### src/hw/rss_exec_map.vh
// Purpose: Register offsets, field positions, reset values and counts of the
//          rotate, subtract and halt execution block.
// Assumes: Registers sit on aligned 32-bit words of an Avalon-MM slave.
// Notes:   Byte addresses; narrower data sits in the low bits.
`ifndef RSS_EXEC_MAP_VH
`define RSS_EXEC_MAP_VH

// Register byte offsets.
`define RSS_OFS_CMD        8'h00
`define RSS_OFS_WORK       8'h04
`define RSS_OFS_STATUS     8'h08
`define RSS_OFS_FILE_SEL   8'h0C
`define RSS_OFS_FILE_DATA  8'h10
`define RSS_OFS_WDOG       8'h14

// Command word fields.
`define RSS_CMD_OP_LSB     0
`define RSS_CMD_OP_MSB     2
`define RSS_CMD_ADDR_LSB   8
`define RSS_CMD_ADDR_MSB   14
`define RSS_CMD_DEST_BIT   15
`define RSS_CMD_LIT_LSB    16
`define RSS_CMD_LIT_MSB    23

// Operation codes in the command word.
`define RSS_OP_NONE        3'h0
`define RSS_OP_ROT_LEFT    3'h1
`define RSS_OP_ROT_RIGHT   3'h2
`define RSS_OP_LIT_SUB     3'h3
`define RSS_OP_HALT        3'h4

// Status register bit positions.
`define RSS_ST_CARRY       0
`define RSS_ST_NIBBLE      1
`define RSS_ST_ZERO        2
`define RSS_ST_HALT_N      3
`define RSS_ST_EXPIRY_N    4
`define RSS_ST_HALTED      5

// Reset values.
`define RSS_RST_WORK       8'h00
`define RSS_RST_FLAGS      3'h0
`define RSS_RST_HALT_N     1'b1
`define RSS_RST_EXPIRY_N   1'b1
`define RSS_WDOG_CLEAR     8'h00
`define RSS_PRESC_CLEAR    8'h00

// Sizes.
`define RSS_FILE_DEPTH     128
`define RSS_FILE_AW        7

`endif

### src/hw/rss_alu.v
// Purpose: Combinational datapath for the two carry rotates and the
//          literal-minus-working subtraction.
// Assumes: Operation code decoded by the caller from the command word.
// Notes:   Flags not touched by an operation are passed through unchanged.
`include "rss_exec_map.vh"

module rss_alu (
   // Operation and operands
   input  wire [2:0] op_i,
   input  wire [7:0] file_i,
   input  wire [7:0] work_i,
   input  wire [7:0] lit_i,
   // Flags in
   input  wire       carry_i,
   input  wire       nibble_i,
   input  wire       zero_i,
   // Result and flags out
   output reg  [7:0] result_o,
   output reg        carry_o,
   output reg        nibble_o,
   output reg        zero_o
);

   wire [8:0] diff;
   wire [4:0] low_diff;

   // RL8: two's complement difference.
   assign diff     = {1'b0, lit_i} - {1'b0, work_i};
   assign low_diff = {1'b0, lit_i[3:0]} - {1'b0, work_i[3:0]};

   always @* begin
      result_o = file_i;
      carry_o  = carry_i;
      nibble_o = nibble_i;
      zero_o   = zero_i;
      case (op_i)
         `RSS_OP_ROT_LEFT: begin
            // RL1: carry in, bit 7 out.
            result_o = {file_i[6:0], carry_i};
            carry_o  = file_i[7];
         end
         `RSS_OP_ROT_RIGHT: begin
            // RL2: carry in, bit 0 out.
            result_o = {carry_i, file_i[7:1]};
            carry_o  = file_i[0];
         end
         `RSS_OP_LIT_SUB: begin
            result_o = diff[7:0];
            // RL10: no borrow sets carry.
            carry_o  = ~diff[8];
            nibble_o = ~low_diff[4];
            // RL11: zero on zero difference.
            zero_o   = (diff[7:0] == 8'h00);
         end
         default: begin
            result_o = file_i;
         end
      endcase
   end

endmodule

### src/hw/rss_exec.v
// Purpose: Execution logic for rotate left and right through carry,
//          literal minus working register, and entry to the halt state.
// Assumes: One clock at 50 MHz; software issues operations through an
//          Avalon-MM slave with waitrequest; wake request arrives from a pin.
// Notes:   Every access answers on the second edge of the request; a write
//          to the command register executes on that edge.
//
// Our own choices: the placing of the registers and the Avalon-MM register port.
`include "rss_exec_map.vh"

// Notes on behaviour
// RL1: Left rotate through carry, bit 7 out.
// RL2: Right rotate through carry, bit 0 out.
// RL3: Destination 0 writes working, 1 writes file.
// RL4: Rotates take 7-bit address and destination bit.
// RL5: Halt clears watchdog counter and its prescaler.
// RL6: Halt clears power-down flag, sets time-out flag.
// RL7: Halt enters low-power state, stops oscillator.
// RL8: Subtract computes literal minus working, two's complement.
// RL9: Subtract writes working; updates carry, nibble, zero.
// RL10: Carry set when working not above literal.
// RL11: Zero set when difference is zero.
module rss_exec (
   // Clock, reset and enable
   input  wire        clk_sys_i,
   input  wire        reset_i,
   input  wire        clk_en_i,
   // Avalon-MM slave
   input  wire [7:0]  avs_address_i,
   input  wire        avs_read_i,
   input  wire        avs_write_i,
   input  wire [31:0] avs_writedata_i,
   input  wire [3:0]  avs_byteenable_i,
   output wire [31:0] avs_readdata_o,
   output wire        avs_waitrequest_o,
   // Wake request pin and halt outputs
   input  wire        wake_i,
   output wire        halted_o,
   output wire        osc_stop_o,
   output wire        wdog_clear_o
);

   localparam [1:0] ST_RUN  = 2'b01;
   localparam [1:0] ST_HALT = 2'b10;

   reg  [1:0]  state_reg;
   reg  [1:0]  state_next;
   reg         ack_reg;
   reg  [31:0] rdata_reg;
   reg  [31:0] rdata_next;
   reg  [7:0]  work_reg;
   reg         carry_flag_reg;
   reg         nibble_carry_flag_reg;
   reg         zero_flag_reg;
   reg         halt_entered_flag_n_reg;
   reg         expiry_flag_n_reg;
   reg  [7:0]  watchdog_counter_reg;
   reg  [7:0]  presc_reg;
   reg         wdog_clear_reg;
   reg  [6:0]  file_sel_reg;
   reg         wake_meta_reg;
   reg         wake_sync_reg;
   reg         halted_reg;
   reg  [7:0]  file_mem [0:`RSS_FILE_DEPTH-1];

   wire [31:0] be_mask;
   wire [31:0] wdata;
   wire        req;
   wire        wr_take;
   wire        cmd_wr;
   wire [2:0]  cmd_op;
   wire [6:0]  cmd_addr;
   wire        cmd_dest;
   wire [7:0]  cmd_lit;
   wire        running;
   wire        exec_rot;
   wire        exec_sub;
   wire        exec_halt;
   wire [7:0]  alu_result;
   wire        alu_carry;
   wire        alu_nibble;
   wire        alu_zero;
   wire [7:0]  file_rd;
   wire [7:0]  sel_rd;
   wire        hit_cmd;
   wire        hit_work;
   wire        hit_status;
   wire        hit_sel;
   wire        hit_data;
   wire        rot_to_file;

   genvar gi;

   generate
      for (gi = 0; gi < 4; gi = gi + 1) begin : g_lane
         assign be_mask[gi*8+7:gi*8] = {8{avs_byteenable_i[gi]}};
      end
   endgenerate

   assign wdata   = avs_writedata_i & be_mask;
   assign req     = avs_read_i | avs_write_i;
   // The answer comes one cycle after the request. The enable gates the
   // answer too, so the master never completes on an edge that is frozen.
   assign avs_waitrequest_o = req & ~(ack_reg & clk_en_i);
   assign avs_readdata_o    = rdata_reg;
   assign wr_take = avs_write_i & ack_reg & clk_en_i;
   assign cmd_wr  = wr_take & hit_cmd;

   // One decode per register keeps every write enable on the same compare.
   assign hit_cmd    = (avs_address_i == `RSS_OFS_CMD);
   assign hit_work   = (avs_address_i == `RSS_OFS_WORK);
   assign hit_status = (avs_address_i == `RSS_OFS_STATUS);
   assign hit_sel    = (avs_address_i == `RSS_OFS_FILE_SEL);
   assign hit_data   = (avs_address_i == `RSS_OFS_FILE_DATA);

   // RL4: seven-bit address, one destination bit.
   assign cmd_op   = wdata[`RSS_CMD_OP_MSB:`RSS_CMD_OP_LSB];
   assign cmd_addr = wdata[`RSS_CMD_ADDR_MSB:`RSS_CMD_ADDR_LSB];
   assign cmd_dest = wdata[`RSS_CMD_DEST_BIT];
   assign cmd_lit  = wdata[`RSS_CMD_LIT_MSB:`RSS_CMD_LIT_LSB];

   // Commands written while halted are dropped; the other register writes still land then.
   assign running   = (state_reg == ST_RUN);
   assign exec_rot  = cmd_wr & running &
                      ((cmd_op == `RSS_OP_ROT_LEFT) | (cmd_op == `RSS_OP_ROT_RIGHT));
   assign exec_sub  = cmd_wr & running & (cmd_op == `RSS_OP_LIT_SUB);
   assign exec_halt = cmd_wr & running & (cmd_op == `RSS_OP_HALT);
   assign rot_to_file = exec_rot & cmd_dest;

   assign file_rd = file_mem[cmd_addr];
   assign sel_rd  = file_mem[file_sel_reg];

   rss_alu u_alu (
      .op_i     (cmd_op),
      .file_i   (file_rd),
      .work_i   (work_reg),
      .lit_i    (cmd_lit),
      .carry_i  (carry_flag_reg),
      .nibble_i (nibble_carry_flag_reg),
      .zero_i   (zero_flag_reg),
      .result_o (alu_result),
      .carry_o  (alu_carry),
      .nibble_o (alu_nibble),
      .zero_o   (alu_zero)
   );

   // Bus acknowledge and read data capture.
   always @* begin
      rdata_next = 32'h00000000;
      case (avs_address_i)
         `RSS_OFS_WORK:      rdata_next[7:0] = work_reg;
         `RSS_OFS_STATUS: begin
            rdata_next[`RSS_ST_CARRY]     = carry_flag_reg;
            rdata_next[`RSS_ST_NIBBLE]    = nibble_carry_flag_reg;
            rdata_next[`RSS_ST_ZERO]      = zero_flag_reg;
            rdata_next[`RSS_ST_HALT_N]    = halt_entered_flag_n_reg;
            rdata_next[`RSS_ST_EXPIRY_N]  = expiry_flag_n_reg;
            rdata_next[`RSS_ST_HALTED]    = ~running;
         end
         `RSS_OFS_FILE_SEL:  rdata_next[6:0] = file_sel_reg;
         `RSS_OFS_FILE_DATA: rdata_next[7:0] = sel_rd;
         `RSS_OFS_WDOG:      rdata_next[15:0] = {presc_reg, watchdog_counter_reg};
         default:            rdata_next = 32'h00000000;
      endcase
   end

   always @(posedge clk_sys_i or posedge reset_i) begin
      if (reset_i) begin
         ack_reg   <= 1'b0;
         rdata_reg <= 32'h00000000;
      end else if (clk_en_i) begin
         ack_reg <= req & ~ack_reg;
         if (avs_read_i & ~ack_reg) begin
            rdata_reg <= rdata_next;
         end
      end
   end

   // Wake pin synchroniser.
   always @(posedge clk_sys_i or posedge reset_i) begin
      if (reset_i) begin
         wake_meta_reg <= 1'b0;
         wake_sync_reg <= 1'b0;
      end else if (clk_en_i) begin
         wake_meta_reg <= wake_i;
         wake_sync_reg <= wake_meta_reg;
      end
   end

   // Run and halt states.
   always @* begin
      state_next = state_reg;
      case (state_reg)
         ST_RUN: begin
            // RL7: enter halt, oscillator stops.
            if (exec_halt) begin
               state_next = ST_HALT;
            end
         end
         ST_HALT: begin
            // Wake is looked at only here; a wake while running is ignored.
            if (wake_sync_reg) begin
               state_next = ST_RUN;
            end
         end
         default: state_next = ST_RUN;
      endcase
   end

   always @(posedge clk_sys_i or posedge reset_i) begin
      if (reset_i) begin
         state_reg <= ST_RUN;
      end else if (clk_en_i) begin
         state_reg <= state_next;
      end
   end

   // Working register, flags and file selector.
   always @(posedge clk_sys_i or posedge reset_i) begin
      if (reset_i) begin
         work_reg                <= `RSS_RST_WORK;
         {zero_flag_reg, nibble_carry_flag_reg, carry_flag_reg} <= `RSS_RST_FLAGS;
         halt_entered_flag_n_reg <= `RSS_RST_HALT_N;
         expiry_flag_n_reg       <= `RSS_RST_EXPIRY_N;
         file_sel_reg            <= 7'h00;
      end else if (clk_en_i) begin
         if (wr_take & hit_work) begin
            work_reg <= wdata[7:0];
         end
         if (wr_take & hit_status) begin
            carry_flag_reg        <= wdata[`RSS_ST_CARRY];
            nibble_carry_flag_reg <= wdata[`RSS_ST_NIBBLE];
            zero_flag_reg         <= wdata[`RSS_ST_ZERO];
         end
         if (wr_take & hit_sel) begin
            file_sel_reg <= wdata[6:0];
         end
         if (exec_rot) begin
            carry_flag_reg <= alu_carry;
            // RL3: destination 0 selects working.
            if (~cmd_dest) begin
               work_reg <= alu_result;
            end
         end
         // RL9: difference to working, three flags.
         if (exec_sub) begin
            work_reg              <= alu_result;
            carry_flag_reg        <= alu_carry;
            nibble_carry_flag_reg <= alu_nibble;
            zero_flag_reg         <= alu_zero;
         end
         // RL6: power-down cleared, time-out set.
         if (exec_halt) begin
            halt_entered_flag_n_reg <= 1'b0;
            expiry_flag_n_reg       <= 1'b1;
         end
      end
   end

   // File registers have no reset, like ordinary data memory.
   always @(posedge clk_sys_i) begin
      if (clk_en_i) begin
         // RL3: destination 1 writes the file.
         // Only one access is in flight, so a rotate and a bus write never meet.
         if (rot_to_file) begin
            file_mem[cmd_addr] <= alu_result;
         end else if (wr_take & hit_data) begin
            file_mem[file_sel_reg] <= wdata[7:0];
         end
      end
   end

   // Watchdog count mirror; it stands still while the oscillator is stopped.
   always @(posedge clk_sys_i or posedge reset_i) begin
      if (reset_i) begin
         watchdog_counter_reg <= `RSS_WDOG_CLEAR;
         presc_reg            <= `RSS_PRESC_CLEAR;
         wdog_clear_reg       <= 1'b0;
      end else if (clk_en_i) begin
         wdog_clear_reg <= exec_halt;
         // RL5: clear counter and prescaler.
         if (exec_halt) begin
            watchdog_counter_reg <= `RSS_WDOG_CLEAR;
            presc_reg            <= `RSS_PRESC_CLEAR;
         end else if (running) begin
            presc_reg <= presc_reg + 8'h01;
            // The counter steps as the prescaler wraps from FF to 00.
            if (presc_reg == 8'hFF) begin
               watchdog_counter_reg <= watchdog_counter_reg + 8'h01;
            end
         end
      end
   end

   // The halt pins come from a flip-flop, so no decode glitch reaches them.
   always @(posedge clk_sys_i or posedge reset_i) begin
      if (reset_i) begin
         halted_reg <= 1'b0;
      end else if (clk_en_i) begin
         halted_reg <= (state_next == ST_HALT);
      end
   end

   // RL7: oscillator stops with halt.
   assign halted_o     = halted_reg;
   assign osc_stop_o   = halted_reg;
   assign wdog_clear_o = wdog_clear_reg;

endmodule

### config.mk
export PLATFORM = sky130hd
export DESIGN_NAME = rss_exec
export DESIGN_NICKNAME = d
export VERILOG_FILES = /design/src/hw/rss_alu.v /design/src/hw/rss_exec.v
export VERILOG_INCLUDE_DIRS = /design/src /design/src/hw
export SDC_FILE = /design/constraint.sdc
export NUM_CORES = 2
export LEC_CHECK = 0
export CORE_ASPECT_RATIO = 1.25
export CORE_MARGIN = 8
export CORE_UTILIZATION = 55
export DETAILED_ROUTE_END_ITERATION = 10
export DONT_BUFFER_PORTS = 1
export PLACE_DENSITY_LB_ADDON = 0.15
export SLEW_MARGIN = 0
export SYNTH_ARGS = -nofsm -noshare
export SYNTH_HDL_FRONTEND = slang
export SYNTH_SLANG_ARGS = --single-unit
### constraint.sdc
create_clock -name clk_sys_i -period 23.8 [get_ports clk_sys_i]
set_clock_uncertainty 0.15 [all_clocks]
set_input_delay 1.19 -clock clk_sys_i [delete_from_list [all_inputs] [get_ports clk_sys_i]]
set_output_delay 1.19 -clock clk_sys_i [all_outputs]
set_load 0.02 [all_outputs]
==> out/results.tsv <==
metric	value	unit
layout-drive-gt1-share	0.221	
initial_core_util	0.553	
switching_share	0.242	
syn_area_per_cell	15.8	sq um
cts_inserted_buffers	106	
power.density	74.6	nW/um^2
r2r-start	file_mem[125][7]	
drtIter0Drc	5141	
cts.sinks	1082	
grt_max_degree	283	
ys_types	85	
io_pins	86	
rsz0062_at_grt	false	
leakage	18.1	nW
fmax	150	MHz
fin_hold_ws	0.178	ns
endpoint_kind	register	
cts.htree.levels	3	
fill_cells	7149	
num-nets-final	3317	
die_w	293	um
rows	127	
hold_buffers	0	
worst_slack	17.15	ns
maxCapViolations	0	
clk_pin_slew_worst_paths	0.06	ns
die_y	363	um
via_per_inst	7.53	
overflow	0	
maxSlewViolCount	0	
switchingPower	1.03	mW
p_seq_frac	0.510	
netlist_area	52900	sq um
antenna_found_initial	9	
dp_hpwl	120000	um
worst-r2r-setup-slack	18.41	ns
ys_ff_latch	1082	
synth_cells	3337	
yosys_warnings	0	
syn2layout_area_growth	8.26	%
post_cts_buffers	0	
hp-class	in2async	
final_antenna_net_count	0	
num_vias	34900	
arrival	6.90	ns
async_flop_share	0.0536	
cp.required	24.05	ns
grt_pass1_vias	34700	
grtUsageTotal	0.348	
dieArea	106000	sq um
multiInputGateArea	19200	sq um
path_class	in2reg	
worst_pin_slew	1.41	ns
globalplace.congestion	0.961	
setup_viol	0	
fin_crit_sh	0.279	
regArea	32200	sq um
hold_viol_final	0	
cts_max_path_buffers	3	
cp-start-kind	input pin	
reg2reg_to	file_mem[5][6]	
wl_per_cell	40.5	um
final_common_cell	edfxtp_1	
clock_power_share	0.402	
outcome	completed	
synth_flop_cell	edfxtp_1	
irDropWorstVdd	0.0000597	V
seq_area_frac_synth	0.609	
clk_latency	0.74	ns
p_comb_frac	0.088	
routed_wl	188000	um
p_int	3.23	mW
largest_reg_flops	1024	
ctsResizeCount	0	
port_buffers	0	
final_cell_mix	edfxtp_1, mux4_2, nor2_1	
relSlewSlack	0.0624	
setup-tns-final	0	ns
tritoncts	built	
post-route-drc-count	0	
worstRegToRegCells	9	
core	95700	sq um
first_pass_iters	8	
pre_cts_slack	16.77	ns
grt_pass1_wl	262000	um
crit_fanout	89	
period_needed	6.65	ns
synth_edf_count	1024	
largest-register	file_mem	
clock-root-buffer	clkbuf_16	
==> final cells by class <==
| class | count | share of cell area |
|---|---|---|
| Sequential cell | 1082 | 0.563 |
| Multi-Input combinational cell | 1958 | 0.336 |
| Clock buffer | 132 | 0.0495 |
| Tap cell | 1290 | 0.0282 |
| Clock inverter | 68 | 0.0115 |
| Timing Repair Buffer | 72 | 0.0101 |
| Inverter | 31 | 0.00208 |
| Antenna cell | 2 | 0.0000875 |
==> kinds of logic after synthesis <==
group,synth area share
flip-flops,0.609
buffers and inverters,0.0316
multiplexers,0.210
AND/OR/NAND/NOR,0.0549
XOR/XNOR,0.00298
other,0.0000710
AO/OA/AOI/OAI,0.0872
adder cells (fa/ha/maj),0.00393
==> per-layer routing <==
metal / GRT usage / share of wire / vias to the layer above
met3: 0.112 / 0.13 / 677
met4: 0.230 / 0.078 / 6
met1: 0.412 / 0.32 / 18000
met2: 0.547 / 0.47 / 2686
met5: 0 / 0.00018 / -
li1: - / - / 13600
==> through the flow <==
step	cells	instance area, sq um	util	power (mW)
floorplan	3352	52900	-	2.46
global placement	4433	53700	0.562	2.56
detailed placement	4433	53700	0.562	2.58
CTS	4633	57200	0.598	4.25
global route	4633	57200	0.598	4.34
finish	4635	57200	0.598	4.27
==> synthesized netlist by cell type (23+ instances only) <==
cell type / instances / area (sq um)
nor2b_1: 28 / 175
buf_4: 58 / 435
buf_2: 70 / 350
clkbuf_1: 100 / 375
buf_1: 27 / 101
buf_6: 26 / 293
dfrtp_1: 56 / 1400
nand3_1: 41 / 205
o22ai_1: 73 / 457
mux2i_1: 164 / 1640
nand2b_1: 34 / 213
mux2_2: 68 / 766
a21oi_1: 104 / 521
inv_1: 28 / 105
a221oi_1: 62 / 543
o21ai_0: 128 / 641
o221ai_1: 55 / 482
nand2_1: 173 / 649
nor2_1: 236 / 886
nor3_1: 23 / 115
a211oi_1: 32 / 240
mux4_2: 386 / 8690
edfxtp_1: 1024 / 30700
==> worst max path at each step <==
stage	from	end	slack [ns]	cells after the start
final	avs_byteenable_i[1]	file_mem[5][6]	17.15	11
after global routing	avs_byteenable_i[1]	file_mem[5][6]	17.17	11
after CTS	avs_byteenable_i[1]	file_mem[0][6]	17.53	11
after detailed placement	avs_byteenable_i[1]	file_mem[27][6]	16.77	11
after global placement	avs_byteenable_i[1]	file_mem[30][6]	16.94	11
after floorplan	avs_writedata_i[8]	file_mem[0][7]	14.38	12
==> worst max-delay path, cell delays in order <==
cell	delay, ns
and2_2	0.40
buf_4	0.68
nand2_1	0.60
a211oi_1	0.34
o21a_1	0.16
a311oi_1	0.05
buf_4	0.23
o31ai_1	0.80
o21ai_0	0.29
o2bb2ai_4	1.04
buf_4	0.79
==> power by group through the flow <==
stage | sequential, mW | clock (mW) | combinational (mW)
6_report | 2.17 | 1.71 | 0.377
5_1_grt | 2.17 | 1.78 | 0.385
4_1_cts | 2.17 | 1.71 | 0.363
3_5_place_dp | 2.21 | 0 | 0.363
3_3_place_gp | 2.21 | 0 | 0.350
2_1_floorplan | 2.23 | 0 | 0.228
Power figures use the tool's default switching activity.
